`src/ric_pkg.sv`:
```
// Purpose: Shared constants, types and helpers of the reset and start-up loader.
// Assumes: One 250 MHz clock; shared memory is read one long word at a time.
// Notes:   Channel spec words keep the off and abort flags in their low bits.
package ric_pkg;
    localparam int          SLOT_N      = 32;
    localparam int          CLK_MHZ     = 250;
    localparam logic [7:0]  REG_STATUS  = 8'h00;
    localparam logic [7:0]  REG_ACTION  = 8'h04;
    localparam logic [7:0]  REG_CTRLADR = 8'h08;
    localparam logic [7:0]  REG_CSP     = 8'h0c;
    localparam logic [7:0]  REG_SEL     = 8'h10;
    localparam logic [7:0]  REG_TSWORD  = 8'h14;
    localparam logic [7:0]  REG_CHWORD  = 8'h18;
    localparam logic [7:0]  REG_GAP     = 8'h1c;
    localparam int          PCM_HI      = 31;
    localparam int          PCM_LO      = 29;
    localparam int          MFL_HI      = 28;
    localparam int          MFL_LO      = 16;
    localparam int          IN_BIT      = 15;
    localparam int          ICO_BIT     = 14;
    localparam int          CHN_HI      = 12;
    localparam int          CHN_LO      = 8;
    localparam int          RES_BIT     = 6;
    localparam int          LOC_BIT     = 5;
    localparam int          LOOP_BIT    = 4;
    localparam int          INNER_RETURN_PATH_BIT   = 3;
    localparam logic [31:0] OFS_TSA     = 32'h0000000c;
    localparam logic [31:0] OFS_CHS     = 32'h0000008c;
    localparam int          CHS_SHIFT   = 4;
    localparam logic [31:0] TS_WORD_RST = 32'h00000000;
    // Bit 0 rx_off_flag, bit 1 tx_off_flag, bit 2 rx_abort_flag, bit 3 tx_abort_flag.
    localparam logic [31:0] CH_WORD_RST = 32'h00000003;
    localparam logic [1:0]  SYNC_EDGES  = 2'h2;
    localparam logic [7:0]  GAP_RST     = 8'h00;
    localparam logic [2:0]  PCM_RST     = 3'h0;

    typedef enum logic [2:0] {
        ST_IDLE = 3'b000,
        ST_CSP  = 3'b001,
        ST_ACT  = 3'b010,
        ST_TS   = 3'b011,
        ST_CH   = 3'b100
    } ric_state_e;

    typedef struct packed {
        logic        rd;
        logic [31:0] addr;
    } ric_mem_s;

    typedef struct packed {
        ric_state_e              st;
        logic                    ar_prev;
        logic [4:0]              strap;
        logic [31:0]             ctrl_addr;
        logic [31:0]             csp;
        logic [31:0]             action;
        logic                    all_ch;
        logic [4:0]              idx;
        logic [SLOT_N-1:0][31:0] ts;
        logic [SLOT_N-1:0][31:0] ch;
        logic [1:0]              rx_edges;
        logic [1:0]              tx_edges;
        logic                    rx_prev;
        logic                    tx_prev;
        logic                    rx_sync;
        logic                    tx_sync;
        logic [4:0]              sel;
        logic [7:0]              gap;
        logic [2:0]              esx;
        logic                    rx_fill;
        logic                    dma_hold;
        ric_mem_s                mem;
        logic [31:0]             rdata;
        logic                    txd;
        logic                    txd_oe_n;
        logic                    rx_bit;
        logic                    rx_valid;
        logic                    done;
    } ric_state_s;

    function automatic logic [31:0] strap_addr(input logic [4:0] s);
        strap_addr = {{10{s[4]}}, {6{s[3]}}, {12{s[2]}}, s[1], s[0], 2'b00};
    endfunction : strap_addr

    function automatic logic [31:0] chan_addr(input logic [31:0] csp, input logic [4:0] n);
        chan_addr = csp + OFS_CHS + ({27'h0000000, n} << CHS_SHIFT);
    endfunction : chan_addr
endpackage : ric_pkg

```
`src/ric_loader.sv`:
```
// Purpose: Reset defaults, strap decoding, action driven initialization and frame resync.
// Assumes: All inputs synchronous to clk_sys; mem_ack answers a held mem_rd.
// Notes:   Only the first word of each channel spec is kept in channel_state_ram.
//
// The register addresses and the strobed register port are this design's own decisions.
`timescale 1ns/1ps
// How it works
// - Reset initializes all logic, floats the output line, stops channel work.
// - After reset buffers empty, no tx_buffer_pool space, DMA held.
// - Reset sets rx/tx off flags and clears rx/tx abort flags everywhere.
// - Reset maps slots to channel zero, fill/mask zero, inversions cleared.
// - Reset clears loops and max_frame_length and selects highway format 000.
// - Reset sets gap_flag_count to zero.
// - Reset clears E, S, X bits and puts receivers in interframe_fill idle.
// - No memory access after reset until an action request arrives.
// - Initialization loads slot map and chosen channel specs into state RAM.
// - Each direction resyncs on the second rising edge of its sync pulse.
// - Before resync, received data is ignored and transmit line floats.
// - Every action service first reads the start pointer at the strap address.
// - Straps are sampled on the falling edge of action_request_n.
// - Straps fill address fields 31:22, 21:16, 15:4, bit 3, bit 2.
module ric_loader (
    input  wire logic           clk_sys,          // 250 MHz system clock
    input  wire logic           resetn,           // Asynchronous reset, active low
    input  wire logic           ce,               // Clock enable, freezes all state when low
    input  wire logic [4:0]     ctrl_base_straps, // Strap pins for the start pointer address
    input  wire logic           action_request_n, // Action request, falling edge starts service
    input  wire logic           tx_sync_pulse,    // Transmit frame sync
    input  wire logic           rx_sync_pulse,    // Receive frame sync
    input  wire logic           rxd,              // Serial receive data
    output logic                txd,              // Serial transmit data
    output logic                txd_oe_n,         // Transmit output enable, low drives
    output logic                rx_bit,           // Received bit passed on after resync
    output logic                rx_valid,         // Marks rx_bit as accepted
    output logic                dma_hold,         // DMA held for all link lists
    output logic                mem_rd,           // Shared memory read request
    output logic [31:0]         mem_addr,         // Shared memory long word address
    input  wire logic [31:0]    mem_rdata,        // Shared memory read data
    input  wire logic           mem_ack,          // Read data valid, ends mem_rd
    input  wire logic [7:0]     reg_addr,         // Register byte address
    input  wire logic [31:0]    reg_wdata,        // Register write data
    input  wire logic           reg_wr,           // Register write strobe
    input  wire logic           reg_rd,           // Register read strobe
    output logic [31:0]         reg_rdata,        // Read data, one cycle after reg_rd
    output logic                init_done         // One pulse when a service ends
);
    ric_pkg::ric_state_s q;
    ric_pkg::ric_state_s d;
    logic                ar_fall;
    logic [31:0]         rd_val;

    assign ar_fall = q.ar_prev && !action_request_n;

    always_comb begin
        d = q;
        d.done = 1'b0;
        d.ar_prev = action_request_n;
        // Frame resync: count rising sync edges, the second one aligns slot 0.
        d.rx_prev = rx_sync_pulse;
        d.tx_prev = tx_sync_pulse;
        if (rx_sync_pulse && !q.rx_prev && !q.rx_sync) begin
            d.rx_edges = q.rx_edges + 2'h1;
            if (q.rx_edges + 2'h1 == ric_pkg::SYNC_EDGES) begin
                d.rx_sync = 1'b1;
            end
        end
        if (tx_sync_pulse && !q.tx_prev && !q.tx_sync) begin
            d.tx_edges = q.tx_edges + 2'h1;
            if (q.tx_edges + 2'h1 == ric_pkg::SYNC_EDGES) begin
                d.tx_sync = 1'b1;
            end
        end
        // Until resync the line floats and incoming bits are dropped.
        d.txd_oe_n = !q.tx_sync;
        d.txd      = 1'b1;
        d.rx_bit   = q.rx_sync ? rxd : 1'b1;
        d.rx_valid = q.rx_sync;
        d.mem.rd   = 1'b0;
        case (q.st)
            ric_pkg::ST_IDLE: begin
                // Straps are taken only here, so a pointer fetch never sees them move.
                if (ar_fall) begin
                    d.strap     = ctrl_base_straps;
                    d.ctrl_addr = ric_pkg::strap_addr(ctrl_base_straps);
                    d.st        = ric_pkg::ST_CSP;
                end
            end
            ric_pkg::ST_CSP: begin
                d.mem.rd   = !mem_ack;
                d.mem.addr = q.ctrl_addr;
                if (mem_ack && q.mem.rd) begin
                    d.csp      = mem_rdata;
                    d.mem.addr = mem_rdata;
                    d.mem.rd   = 1'b1;
                    d.st       = ric_pkg::ST_ACT;
                end
            end
            ric_pkg::ST_ACT: begin
                d.mem.rd = !mem_ack;
                if (mem_ack && q.mem.rd) begin
                    d.mem.rd = 1'b0;
                    d.action = mem_rdata;
                    d.idx    = 5'h00;
                    d.all_ch = mem_rdata[ric_pkg::RES_BIT];
                    if (mem_rdata[ric_pkg::RES_BIT] || mem_rdata[ric_pkg::IN_BIT]) begin
                        d.mem.rd   = 1'b1;
                        d.mem.addr = q.csp + ric_pkg::OFS_TSA;
                        d.st       = ric_pkg::ST_TS;
                    end else if (mem_rdata[ric_pkg::ICO_BIT]) begin
                        // The word must land in the selected channel's entry, not entry 0.
                        d.idx      = mem_rdata[ric_pkg::CHN_HI:ric_pkg::CHN_LO];
                        d.mem.rd   = 1'b1;
                        d.mem.addr = ric_pkg::chan_addr(q.csp,
                                         mem_rdata[ric_pkg::CHN_HI:ric_pkg::CHN_LO]);
                        d.st       = ric_pkg::ST_CH;
                    end else begin
                        d.done = 1'b1;
                        d.st   = ric_pkg::ST_IDLE;
                    end
                end
            end
            ric_pkg::ST_TS: begin
                d.mem.rd = !mem_ack;
                if (mem_ack && q.mem.rd) begin
                    d.ts[q.idx] = mem_rdata;
                    d.mem.rd    = 1'b1;
                    d.idx       = q.idx + 5'h01;
                    if (q.idx == 5'h1f) begin
                        d.idx      = q.all_ch ? 5'h00 : q.action[ric_pkg::CHN_HI:ric_pkg::CHN_LO];
                        d.mem.addr = ric_pkg::chan_addr(q.csp, d.idx);
                        d.st       = ric_pkg::ST_CH;
                    end else begin
                        d.mem.addr = q.mem.addr + 32'h00000004;
                    end
                end
            end
            ric_pkg::ST_CH: begin
                d.mem.rd = !mem_ack;
                if (mem_ack && q.mem.rd) begin
                    d.ch[q.idx] = mem_rdata;
                    if (q.all_ch && q.idx != 5'h1f) begin
                        d.idx      = q.idx + 5'h01;
                        d.mem.rd   = 1'b1;
                        d.mem.addr = ric_pkg::chan_addr(q.csp, q.idx + 5'h01);
                    end else begin
                        d.mem.rd = 1'b0;
                        d.done   = 1'b1;
                        d.st     = ric_pkg::ST_IDLE;
                    end
                end
            end
            default: begin
                d.st = ric_pkg::ST_IDLE;
            end
        endcase
        // Register port: reads answer in the next cycle only, unmapped reads give zero.
        rd_val = 32'h00000000;
        case (reg_addr)
            ric_pkg::REG_STATUS:  rd_val = {22'h000000, q.esx, q.rx_fill, q.dma_hold,
                                            q.st != ric_pkg::ST_IDLE, q.tx_sync, q.rx_sync,
                                            q.tx_edges};
            ric_pkg::REG_ACTION:  rd_val = q.action;
            ric_pkg::REG_CTRLADR: rd_val = q.ctrl_addr;
            ric_pkg::REG_CSP:     rd_val = q.csp;
            ric_pkg::REG_SEL:     rd_val = {27'h0000000, q.sel};
            ric_pkg::REG_TSWORD:  rd_val = q.ts[q.sel];
            ric_pkg::REG_CHWORD:  rd_val = q.ch[q.sel];
            ric_pkg::REG_GAP:     rd_val = {24'h000000, q.gap};
            default:              rd_val = 32'h00000000;
        endcase
        d.rdata = reg_rd ? rd_val : 32'h00000000;
        if (reg_wr && reg_addr == ric_pkg::REG_SEL) begin
            d.sel = reg_wdata[4:0];
        end
        if (reg_wr && reg_addr == ric_pkg::REG_GAP) begin
            d.gap = reg_wdata[7:0];
        end
    end

    always_ff @(posedge clk_sys or negedge resetn) begin
        if (!resetn) begin
            q          <= '0;
            q.st       <= ric_pkg::ST_IDLE;
            q.ar_prev  <= 1'b1;
            q.txd      <= 1'b1;
            q.txd_oe_n <= 1'b1;
            q.rx_bit   <= 1'b1;
            q.dma_hold <= 1'b1;
            q.rx_fill  <= 1'b1;
            q.esx      <= 3'h0;
            q.gap      <= ric_pkg::GAP_RST;
            q.action   <= {ric_pkg::PCM_RST, 29'h00000000};
            for (int i = 0; i < ric_pkg::SLOT_N; i++) begin
                q.ts[i] <= ric_pkg::TS_WORD_RST;
                q.ch[i] <= ric_pkg::CH_WORD_RST;
            end
        end else if (ce) begin
            q <= d;
        end
    end

    assign txd       = q.txd;
    assign txd_oe_n  = q.txd_oe_n;
    assign rx_bit    = q.rx_bit;
    assign rx_valid  = q.rx_valid;
    assign dma_hold  = q.dma_hold;
    assign mem_rd    = q.mem.rd;
    assign mem_addr  = q.mem.addr;
    assign reg_rdata = q.rdata;
    assign init_done = q.done;

    // Checks that tie outputs to their causes.
    property p_tx_float;
        @(posedge clk_sys) disable iff (!resetn)
        !q.tx_sync |=> (txd_oe_n || q.tx_sync);
    endproperty
    a_tx_float: assert property (p_tx_float) else $error("txd driven before resync");

    property p_rx_ignore;
        @(posedge clk_sys) disable iff (!resetn)
        rx_valid |-> $past(q.rx_sync);
    endproperty
    a_rx_ignore: assert property (p_rx_ignore) else $error("rx data before resync");

    property p_idle_quiet;
        @(posedge clk_sys) disable iff (!resetn)
        (q.st == ric_pkg::ST_IDLE) |-> !mem_rd;
    endproperty
    a_idle_quiet: assert property (p_idle_quiet) else $error("memory read while idle");

    property p_csp_addr;
        @(posedge clk_sys) disable iff (!resetn)
        (q.st == ric_pkg::ST_CSP && mem_rd) |-> mem_addr == ric_pkg::strap_addr(q.strap);
    endproperty
    a_csp_addr: assert property (p_csp_addr) else $error("pointer read at wrong address");

    property p_strap_take;
        @(posedge clk_sys) disable iff (!resetn)
        (ce && ar_fall && q.st == ric_pkg::ST_IDLE) |=>
            q.strap == $past(ctrl_base_straps) && q.st == ric_pkg::ST_CSP;
    endproperty
    a_strap_take: assert property (p_strap_take) else $error("straps not taken");

    property p_strap_field;
        @(posedge clk_sys) disable iff (!resetn)
        (q.st == ric_pkg::ST_CSP) |-> q.ctrl_addr[31:22] == {10{q.strap[4]}} &&
            q.ctrl_addr[15:4] == {12{q.strap[2]}} && q.ctrl_addr[1:0] == 2'h0;
    endproperty
    a_strap_field: assert property (p_strap_field) else $error("strap address fields");

    property p_second_edge;
        @(posedge clk_sys) disable iff (!resetn)
        $rose(q.rx_sync) |-> $past(q.rx_edges) == 2'h1 && $past(rx_sync_pulse);
    endproperty
    a_second_edge: assert property (p_second_edge) else $error("rx resync not on edge 2");

    property p_ch_only;
        @(posedge clk_sys) disable iff (!resetn)
        (q.st == ric_pkg::ST_CH && !q.all_ch && mem_rd) |-> mem_addr ==
            ric_pkg::chan_addr(q.csp, q.action[ric_pkg::CHN_HI:ric_pkg::CHN_LO]);
    endproperty
    a_ch_only: assert property (p_ch_only) else $error("wrong channel spec fetched");

    property p_act_after_csp;
        @(posedge clk_sys) disable iff (!resetn)
        (q.st == ric_pkg::ST_ACT && mem_rd) |-> mem_addr == q.csp;
    endproperty
    a_act_after_csp: assert property (p_act_after_csp) else $error("action read misplaced");

    property p_tx_second;
        @(posedge clk_sys) disable iff (!resetn)
        $rose(q.tx_sync) |-> $past(q.tx_edges) == 2'h1 && $past(tx_sync_pulse);
    endproperty
    a_tx_second: assert property (p_tx_second) else $error("tx resync not on edge 2");

    property p_rx_drop;
        @(posedge clk_sys) disable iff (!resetn)
        !rx_valid |-> rx_bit;
    endproperty
    a_rx_drop: assert property (p_rx_drop) else $error("rx bit leaked");

    property p_dma_hold;
        @(posedge clk_sys) disable iff (!resetn)
        dma_hold;
    endproperty
    a_dma_hold: assert property (p_dma_hold) else $error("dma released");

    property p_done_idle;
        @(posedge clk_sys) disable iff (!resetn)
        init_done |-> q.st == ric_pkg::ST_IDLE && !mem_rd;
    endproperty
    a_done_idle: assert property (p_done_idle) else $error("service ended open");

    // Straps may move during a service; the latched copy must not follow them.
    property p_strap_hold;
        @(posedge clk_sys) disable iff (!resetn)
        (ce && q.st != ric_pkg::ST_IDLE) |=> $stable(q.strap);
    endproperty
    a_strap_hold: assert property (p_strap_hold) else $error("straps resampled");

    property p_ts_walk;
        @(posedge clk_sys) disable iff (!resetn)
        (q.st == ric_pkg::ST_TS && mem_rd) |->
            mem_addr == q.csp + ric_pkg::OFS_TSA + {25'h0000000, q.idx, 2'b00};
    endproperty
    a_ts_walk: assert property (p_ts_walk) else $error("slot word misplaced");

    property p_ico_slot;
        @(posedge clk_sys) disable iff (!resetn)
        (ce && q.st == ric_pkg::ST_ACT && mem_ack && q.mem.rd &&
            mem_rdata[ric_pkg::ICO_BIT] && !mem_rdata[ric_pkg::RES_BIT] &&
            !mem_rdata[ric_pkg::IN_BIT]) |=>
            q.idx == $past(mem_rdata[ric_pkg::CHN_HI:ric_pkg::CHN_LO]);
    endproperty
    a_ico_slot: assert property (p_ico_slot) else $error("wrong channel slot");

    c_res:  cover property (@(posedge clk_sys) disable iff (!resetn)
        init_done && q.all_ch);
    c_ico:  cover property (@(posedge clk_sys) disable iff (!resetn)
        init_done && q.action[ric_pkg::ICO_BIT]);
    c_sync: cover property (@(posedge clk_sys) disable iff (!resetn)
        q.rx_sync && q.tx_sync);
    c_in:   cover property (@(posedge clk_sys) disable iff (!resetn)
        init_done && q.action[ric_pkg::IN_BIT]);
    c_move: cover property (@(posedge clk_sys) disable iff (!resetn)
        q.st == ric_pkg::ST_CSP && ctrl_base_straps != q.strap);
endmodule : ric_loader

```
`config.mk`:
```
export PLATFORM = sky130hd
export DESIGN_NAME = ric_loader
export DESIGN_NICKNAME = d
export VERILOG_FILES = /design/src/ric_pkg.sv /design/src/ric_loader.sv
export SDC_FILE = /design/constraint.sdc
export NUM_CORES = 2
export LEC_CHECK = 0
export BUFFER_PORTS_ARGS = -buffer_cell sky130_fd_sc_hd__buf_2
export CORE_MARGIN = 4
export CORE_UTILIZATION = 55
export CTS_CLUSTER_SIZE = 20
export DETAILED_ROUTE_END_ITERATION = 6
export PLACE_DENSITY = 0.85
export SLEW_MARGIN = 20
export SYNTH_ARGS = -nofsm -noshare
export SYNTH_HDL_FRONTEND = slang
export SYNTH_SLANG_ARGS = --single-unit
```
`constraint.sdc`:
```
create_clock -name clk_sys -period 3.3 [get_ports clk_sys]
set_clock_uncertainty 0.1 [all_clocks]
set_input_delay 0.165 -clock clk_sys [delete_from_list [all_inputs] [get_ports clk_sys]]
set_output_delay 0.165 -clock clk_sys [all_outputs]
set_load 0.005 [all_outputs]
```
==> impl.org <==
** Route
- Number of iterations in the first detailed-routing pass :: 7
- Wires add up to 313 mm.
- Antenna Nets Post-Route :: 0
- For this run, design rule violations remaining after detail routing come to 2.
- Via count :: 67600
- Average routed wire per standard cell :: 31.3 microns
- Violation count after the first detailed-route iteration :: 6790
- Routed via count divided by cell count :: 6.75

** STA
- Subtracting the final worst setup slack from the clock period gives 3.52 ns.
- After layout, the worst setup slack is -0.219 ns.
- On the final layout, the worst hold slack is 0.0576 ns.
- RSZ-0062 raised after global routing :: yes
- Of the available clock period, the critical path in the final layout requires 1.07.
- After routing, the total negative slack on setup checks comes to -1.66 ns.
- The count of final max-slew check failures came to 0.
- Measured against its own limit, the worst slew margin works out to 0.182.
- Tightest Pin Transition :: 1.22 ns
- Setup violations remaining at the end of the flow were counted as 16.
- Number of endpoints with negative hold slack in the final report :: 0
- For this run, the top clock speed supported by timing is 284 MHz.

** Pwr
- Reported leakage power :: 0.0564 uW
- Across the VDD grid, the largest voltage drop is 619 uV.
- Ratio of total power to cell area :: 583 nW/um^2

** Worst setup path
- Peak per-stage delay on the critical path :: 0.50 ns
- Reg-to-reg slack, setup :: -0.22 ns
- In this run the worst path has a maximum fanout of 5.
- The worst setup path is captured at a flop.
- CP Buf/Inv Count :: 3
- For the worst flop-to-flop path, the logic depth is 12.
- Among all stages on the critical path, the largest delay is contributed by sky130_fd_sc_hd__or4_4.
- Most Frequent Cell on Critical Path :: sky130_fd_sc_hd__buf_4
- In this run the critical register-to-register path is captured at mem_addr[25].
- STA classifies the critical path startpoint as a flop.
- Cell family with most CP delay :: compound AO/OA/AOI/OAI gates
- List of cells traversed by the critical path :: buf_4 -> o2111ai_4 -> a2111o_1 -> buf_4 -> or3_1 -> a222oi_1 -> buf_4 -> nand3_2 -> or4_4 -> o21a_1 -> o31a_1 -> o21ai_2
- Worst path arrival time :: 4.22 ns
- Crit path required time :: 4.00 ns
- In this run the number of cells on the critical path is 12.
- Worst flop-to-flop path startpoint :: q[2185]
- By startpoint and endpoint, the worst setup path is classified as flop to flop.

** Layout
- Number of nets in the finished design :: 7421
- From synthesis to final layout, the design area changed by 15.7%.
- Layout cells sized above 1 :: 0.554
- Leaving out fill and tap cells, the most frequent cell in the layout is sky130_fd_sc_hd__mux2_2.
- Most frequent cells in the layout :: 2150 x sky130_fd_sc_hd__mux2_2, 2142 x sky130_fd_sc_hd__dfrtp_1, 642 x sky130_fd_sc_hd__mux4_2, 478 x sky130_fd_sc_hd__buf_4, 225 x sky130_fd_sc_hd__clkbuf_16

** Global route
- Wire length of the first global-routing pass :: 466 mm
- All-layer global routing usage :: 0.314
- The number of global-route vias before repair came to 72100.
- Number of antenna violations at the first check in global routing :: 15
- Global routing finished with a remaining overflow of 0.
- Entering global routing, the biggest net connects 172 pins.

** Yosys
- After synthesis, the netlist uses 82 different library cells.
- In the synthesized netlist the async set-or-reset flop fraction comes to 1.00.
- Of the total synthesized cell area, the portion taken by full adders, half adders and majority gates is 0.00355.
- Flops & latches, synth :: 2216
- Register area share after synthesis :: 0.529
- The most used flip-flop cell after synthesis is sky130_fd_sc_hd__dfrtp_1.
- After synthesis, the share of cell area in mux cells is 0.374.
- By area, the combinational part of the netlist is dominated by multiplexers.
- The synthesized design contains 0 enable-type register cells.
- Avg Synthesized Cell Area :: 15.0 sq um
- Syn Std Cell Area :: 105000 sq um
- Simple-gate portion of the synthesized area :: 0.0246
- The Yosys step of the flow raised 0 warnings.
- XOR/XNOR share of the synthesized area :: 0.00993
- Synthesis produced a netlist whose cell count is 7010.
- Compound-Gate Fraction of Synth Area :: 0.0270

** Placed design
- Buffers placed on the I/O ports in this run total 131.
- Routability congestion estimate :: 0.967
- After legalization and detailed placement, the total HPWL measured 193 mm.

** CTS
- Reg clk slew, reported paths :: 0.06 ns
- Sinks on Clock Net :: 2216
- The number of clock buffers added by TritonCTS is 218.
- CTS tree :: yes
- Clock latency of the later-clocked register in the worst-skew pair :: 0.88 ns
- Cell chosen for the clock root :: sky130_fd_sc_hd__clkbuf_16
- H-tree lvl count :: 4
- The clock passes through at most 3 buffers.

** Job
- Number of maximum-capacitance constraint violations :: 0

** Floorplan
- I/O pin count :: 158
- Measured along the x axis, the die boundary spans 445 microns.
- The initialized floorplan defines 160 standard-cell rows.
- Starting Density :: 0.553
- Core area :: 190000 sq um
- Die span in y :: 445 microns
- The die covers 198000 sq um.

** Min path
- For hold timing, the worst endpoint is q[2251].
- The worst hold path belongs to the class primary input to flop.
- Hold path cells :: 3
- Hold wc startpoint :: action_request_n

** Run status
- Result of the run :: finished with violations
- Violations in the final reports :: DRC, setup timing
synthesized netlist by cell type, types with 13 or more instances:
cell type | n | area, sq um
sky130_fd_sc_hd__mux2_2 | 2150 | 24200
sky130_fd_sc_hd__dfrtp_1 | 2149 | 53800
sky130_fd_sc_hd__mux4_2 | 642 | 14500
sky130_fd_sc_hd__clkbuf_1 | 525 | 1970
sky130_fd_sc_hd__nor2_1 | 165 | 619
sky130_fd_sc_hd__nand2_1 | 154 | 578
sky130_fd_sc_hd__buf_1 | 147 | 552
sky130_fd_sc_hd__a21oi_1 | 93 | 465
sky130_fd_sc_hd__o21ai_0 | 91 | 455
sky130_fd_sc_hd__xnor2_1 | 76 | 666
sky130_fd_sc_hd__o22ai_1 | 73 | 457
sky130_fd_sc_hd__buf_4 | 68 | 510
sky130_fd_sc_hd__dfstp_2 | 67 | 1760
sky130_fd_sc_hd__mux2i_1 | 65 | 651
sky130_fd_sc_hd__inv_1 | 64 | 240
sky130_fd_sc_hd__xor2_1 | 43 | 377
sky130_fd_sc_hd__nor3_1 | 40 | 200
sky130_fd_sc_hd__nand3_1 | 35 | 175
sky130_fd_sc_hd__ha_1 | 25 | 313
sky130_fd_sc_hd__nand4_1 | 22 | 138
sky130_fd_sc_hd__a211oi_1 | 20 | 150
sky130_fd_sc_hd__a221oi_1 | 17 | 149
sky130_fd_sc_hd__and2_1 | 15 | 93.8
sky130_fd_sc_hd__and3_1 | 15 | 93.8
sky130_fd_sc_hd__nor4_1 | 15 | 93.8
sky130_fd_sc_hd__nand2b_1 | 14 | 87.6
sky130_fd_sc_hd__nor2b_1 | 14 | 87.6
sky130_fd_sc_hd__a31oi_1 | 13 | 81.3
sky130_fd_sc_hd__or3_1 | 13 | 81.3
metrics by stage:
step	cell area, sq um	util	instances	worst slack, ns	total power (uW)
2_1_floorplan	105000	-	7011	-0.112	38400
3_3_place_gp	112000	0.589	9477	-0.428	43400
3_5_place_dp	112000	0.589	9477	-0.467	43800
4_1_cts	121000	0.635	9971	-0.255	70200
5_1_grt	121000	0.639	10000	-0.345	73200
6_report	121000	0.639	10000	-0.219	70900
flip-flops by register name, indices dropped and copies added (netlist names):
signal     cells
d              1
rx_valid       1
mem_addr      32
init_done      1
rx_bit         1
q           2146
mem_rd         1
txd_oe_n       1
reg_rdata     32
worst max-delay path by stage:
stage | startpoint | endpoint
2_1_floorplan | q[2186] | mem_addr[25]
3_3_place_gp | q[2184] | mem_addr[28]
3_5_place_dp | q[2185] | mem_addr[29]
4_1_cts | q[2185] | mem_addr[25]
5_1_grt | q[2185] | mem_addr[25]
6_report | q[2185] | mem_addr[25]
layer usage:
| metal | wire length, microns | track usage |
|---|---|---|
| met1 | 116000 | 0.405 |
| met2 | 149000 | 0.499 |
| met3 | 29100 | 0.0752 |
| met4 | 18800 | 0.165 |
| met5 | 81 | 0 |
cell families (layout without fill, tap and decap cells):
family	count (synthesis)	in the layout
other	1	8
and+or+nand+nor	544	544
adders and majority gates	28	28
xor gates and xnor gates	119	119
DFF	2216	2216
muxes	2857	2857
AOI/OAI and AO/OA	434	434
buffers and inverters	811	1290
power breakdown:
part | total (uW) | switching [uW] | internal [uW]
logic | 13900 | 7300 | 6560
registers | 31100 | 1690 | 29400
clock network | 25900 | 11000 | 14900
total | 70900 | 20000 | 50900
worst register-to-register path, stage by stage (launching register included):
cell and delay (ns):
sky130_fd_sc_hd__dfrtp_1 0.37, sky130_fd_sc_hd__buf_4 0.16, sky130_fd_sc_hd__o2111ai_4 0.15, sky130_fd_sc_hd__a2111o_1 0.49
sky130_fd_sc_hd__buf_4 0.19, sky130_fd_sc_hd__or3_1 0.32, sky130_fd_sc_hd__a222oi_1 0.36, sky130_fd_sc_hd__buf_4 0.21
sky130_fd_sc_hd__nand3_2 0.07, sky130_fd_sc_hd__or4_4 0.50, sky130_fd_sc_hd__o21a_1 0.20, sky130_fd_sc_hd__o31a_1 0.24
sky130_fd_sc_hd__o21ai_2 0.10
layout make-up:
type | count | area (sq um)
Fill cell | 12400 | 68500
Sequential cell | 2216 | 55600
Multi-Input combinational cell | 3984 | 47300
Timing Repair Buffer | 821 | 7740
Clock buffer | 329 | 6340
Tap cell | 2511 | 3140
Clock inverter | 75 | 1120
Inverter | 65 | 245
Antenna cell | 6 | 15.0
timing repair:
| item | in CTS | in global routing |
|---|---|---|
| pin swaps | 37 | 37 |
| setup endpoints to repair | 28 | 57 |
| gates resized for setup | 96 | 80 |
| cloned | 3 | 6 |
| endpoints found under the hold margin | 2491 | 84 |
| hold buffers | 78 | 2 |
| setup buffers | 11 | 22 |
(Power assumes the default switching activity.)
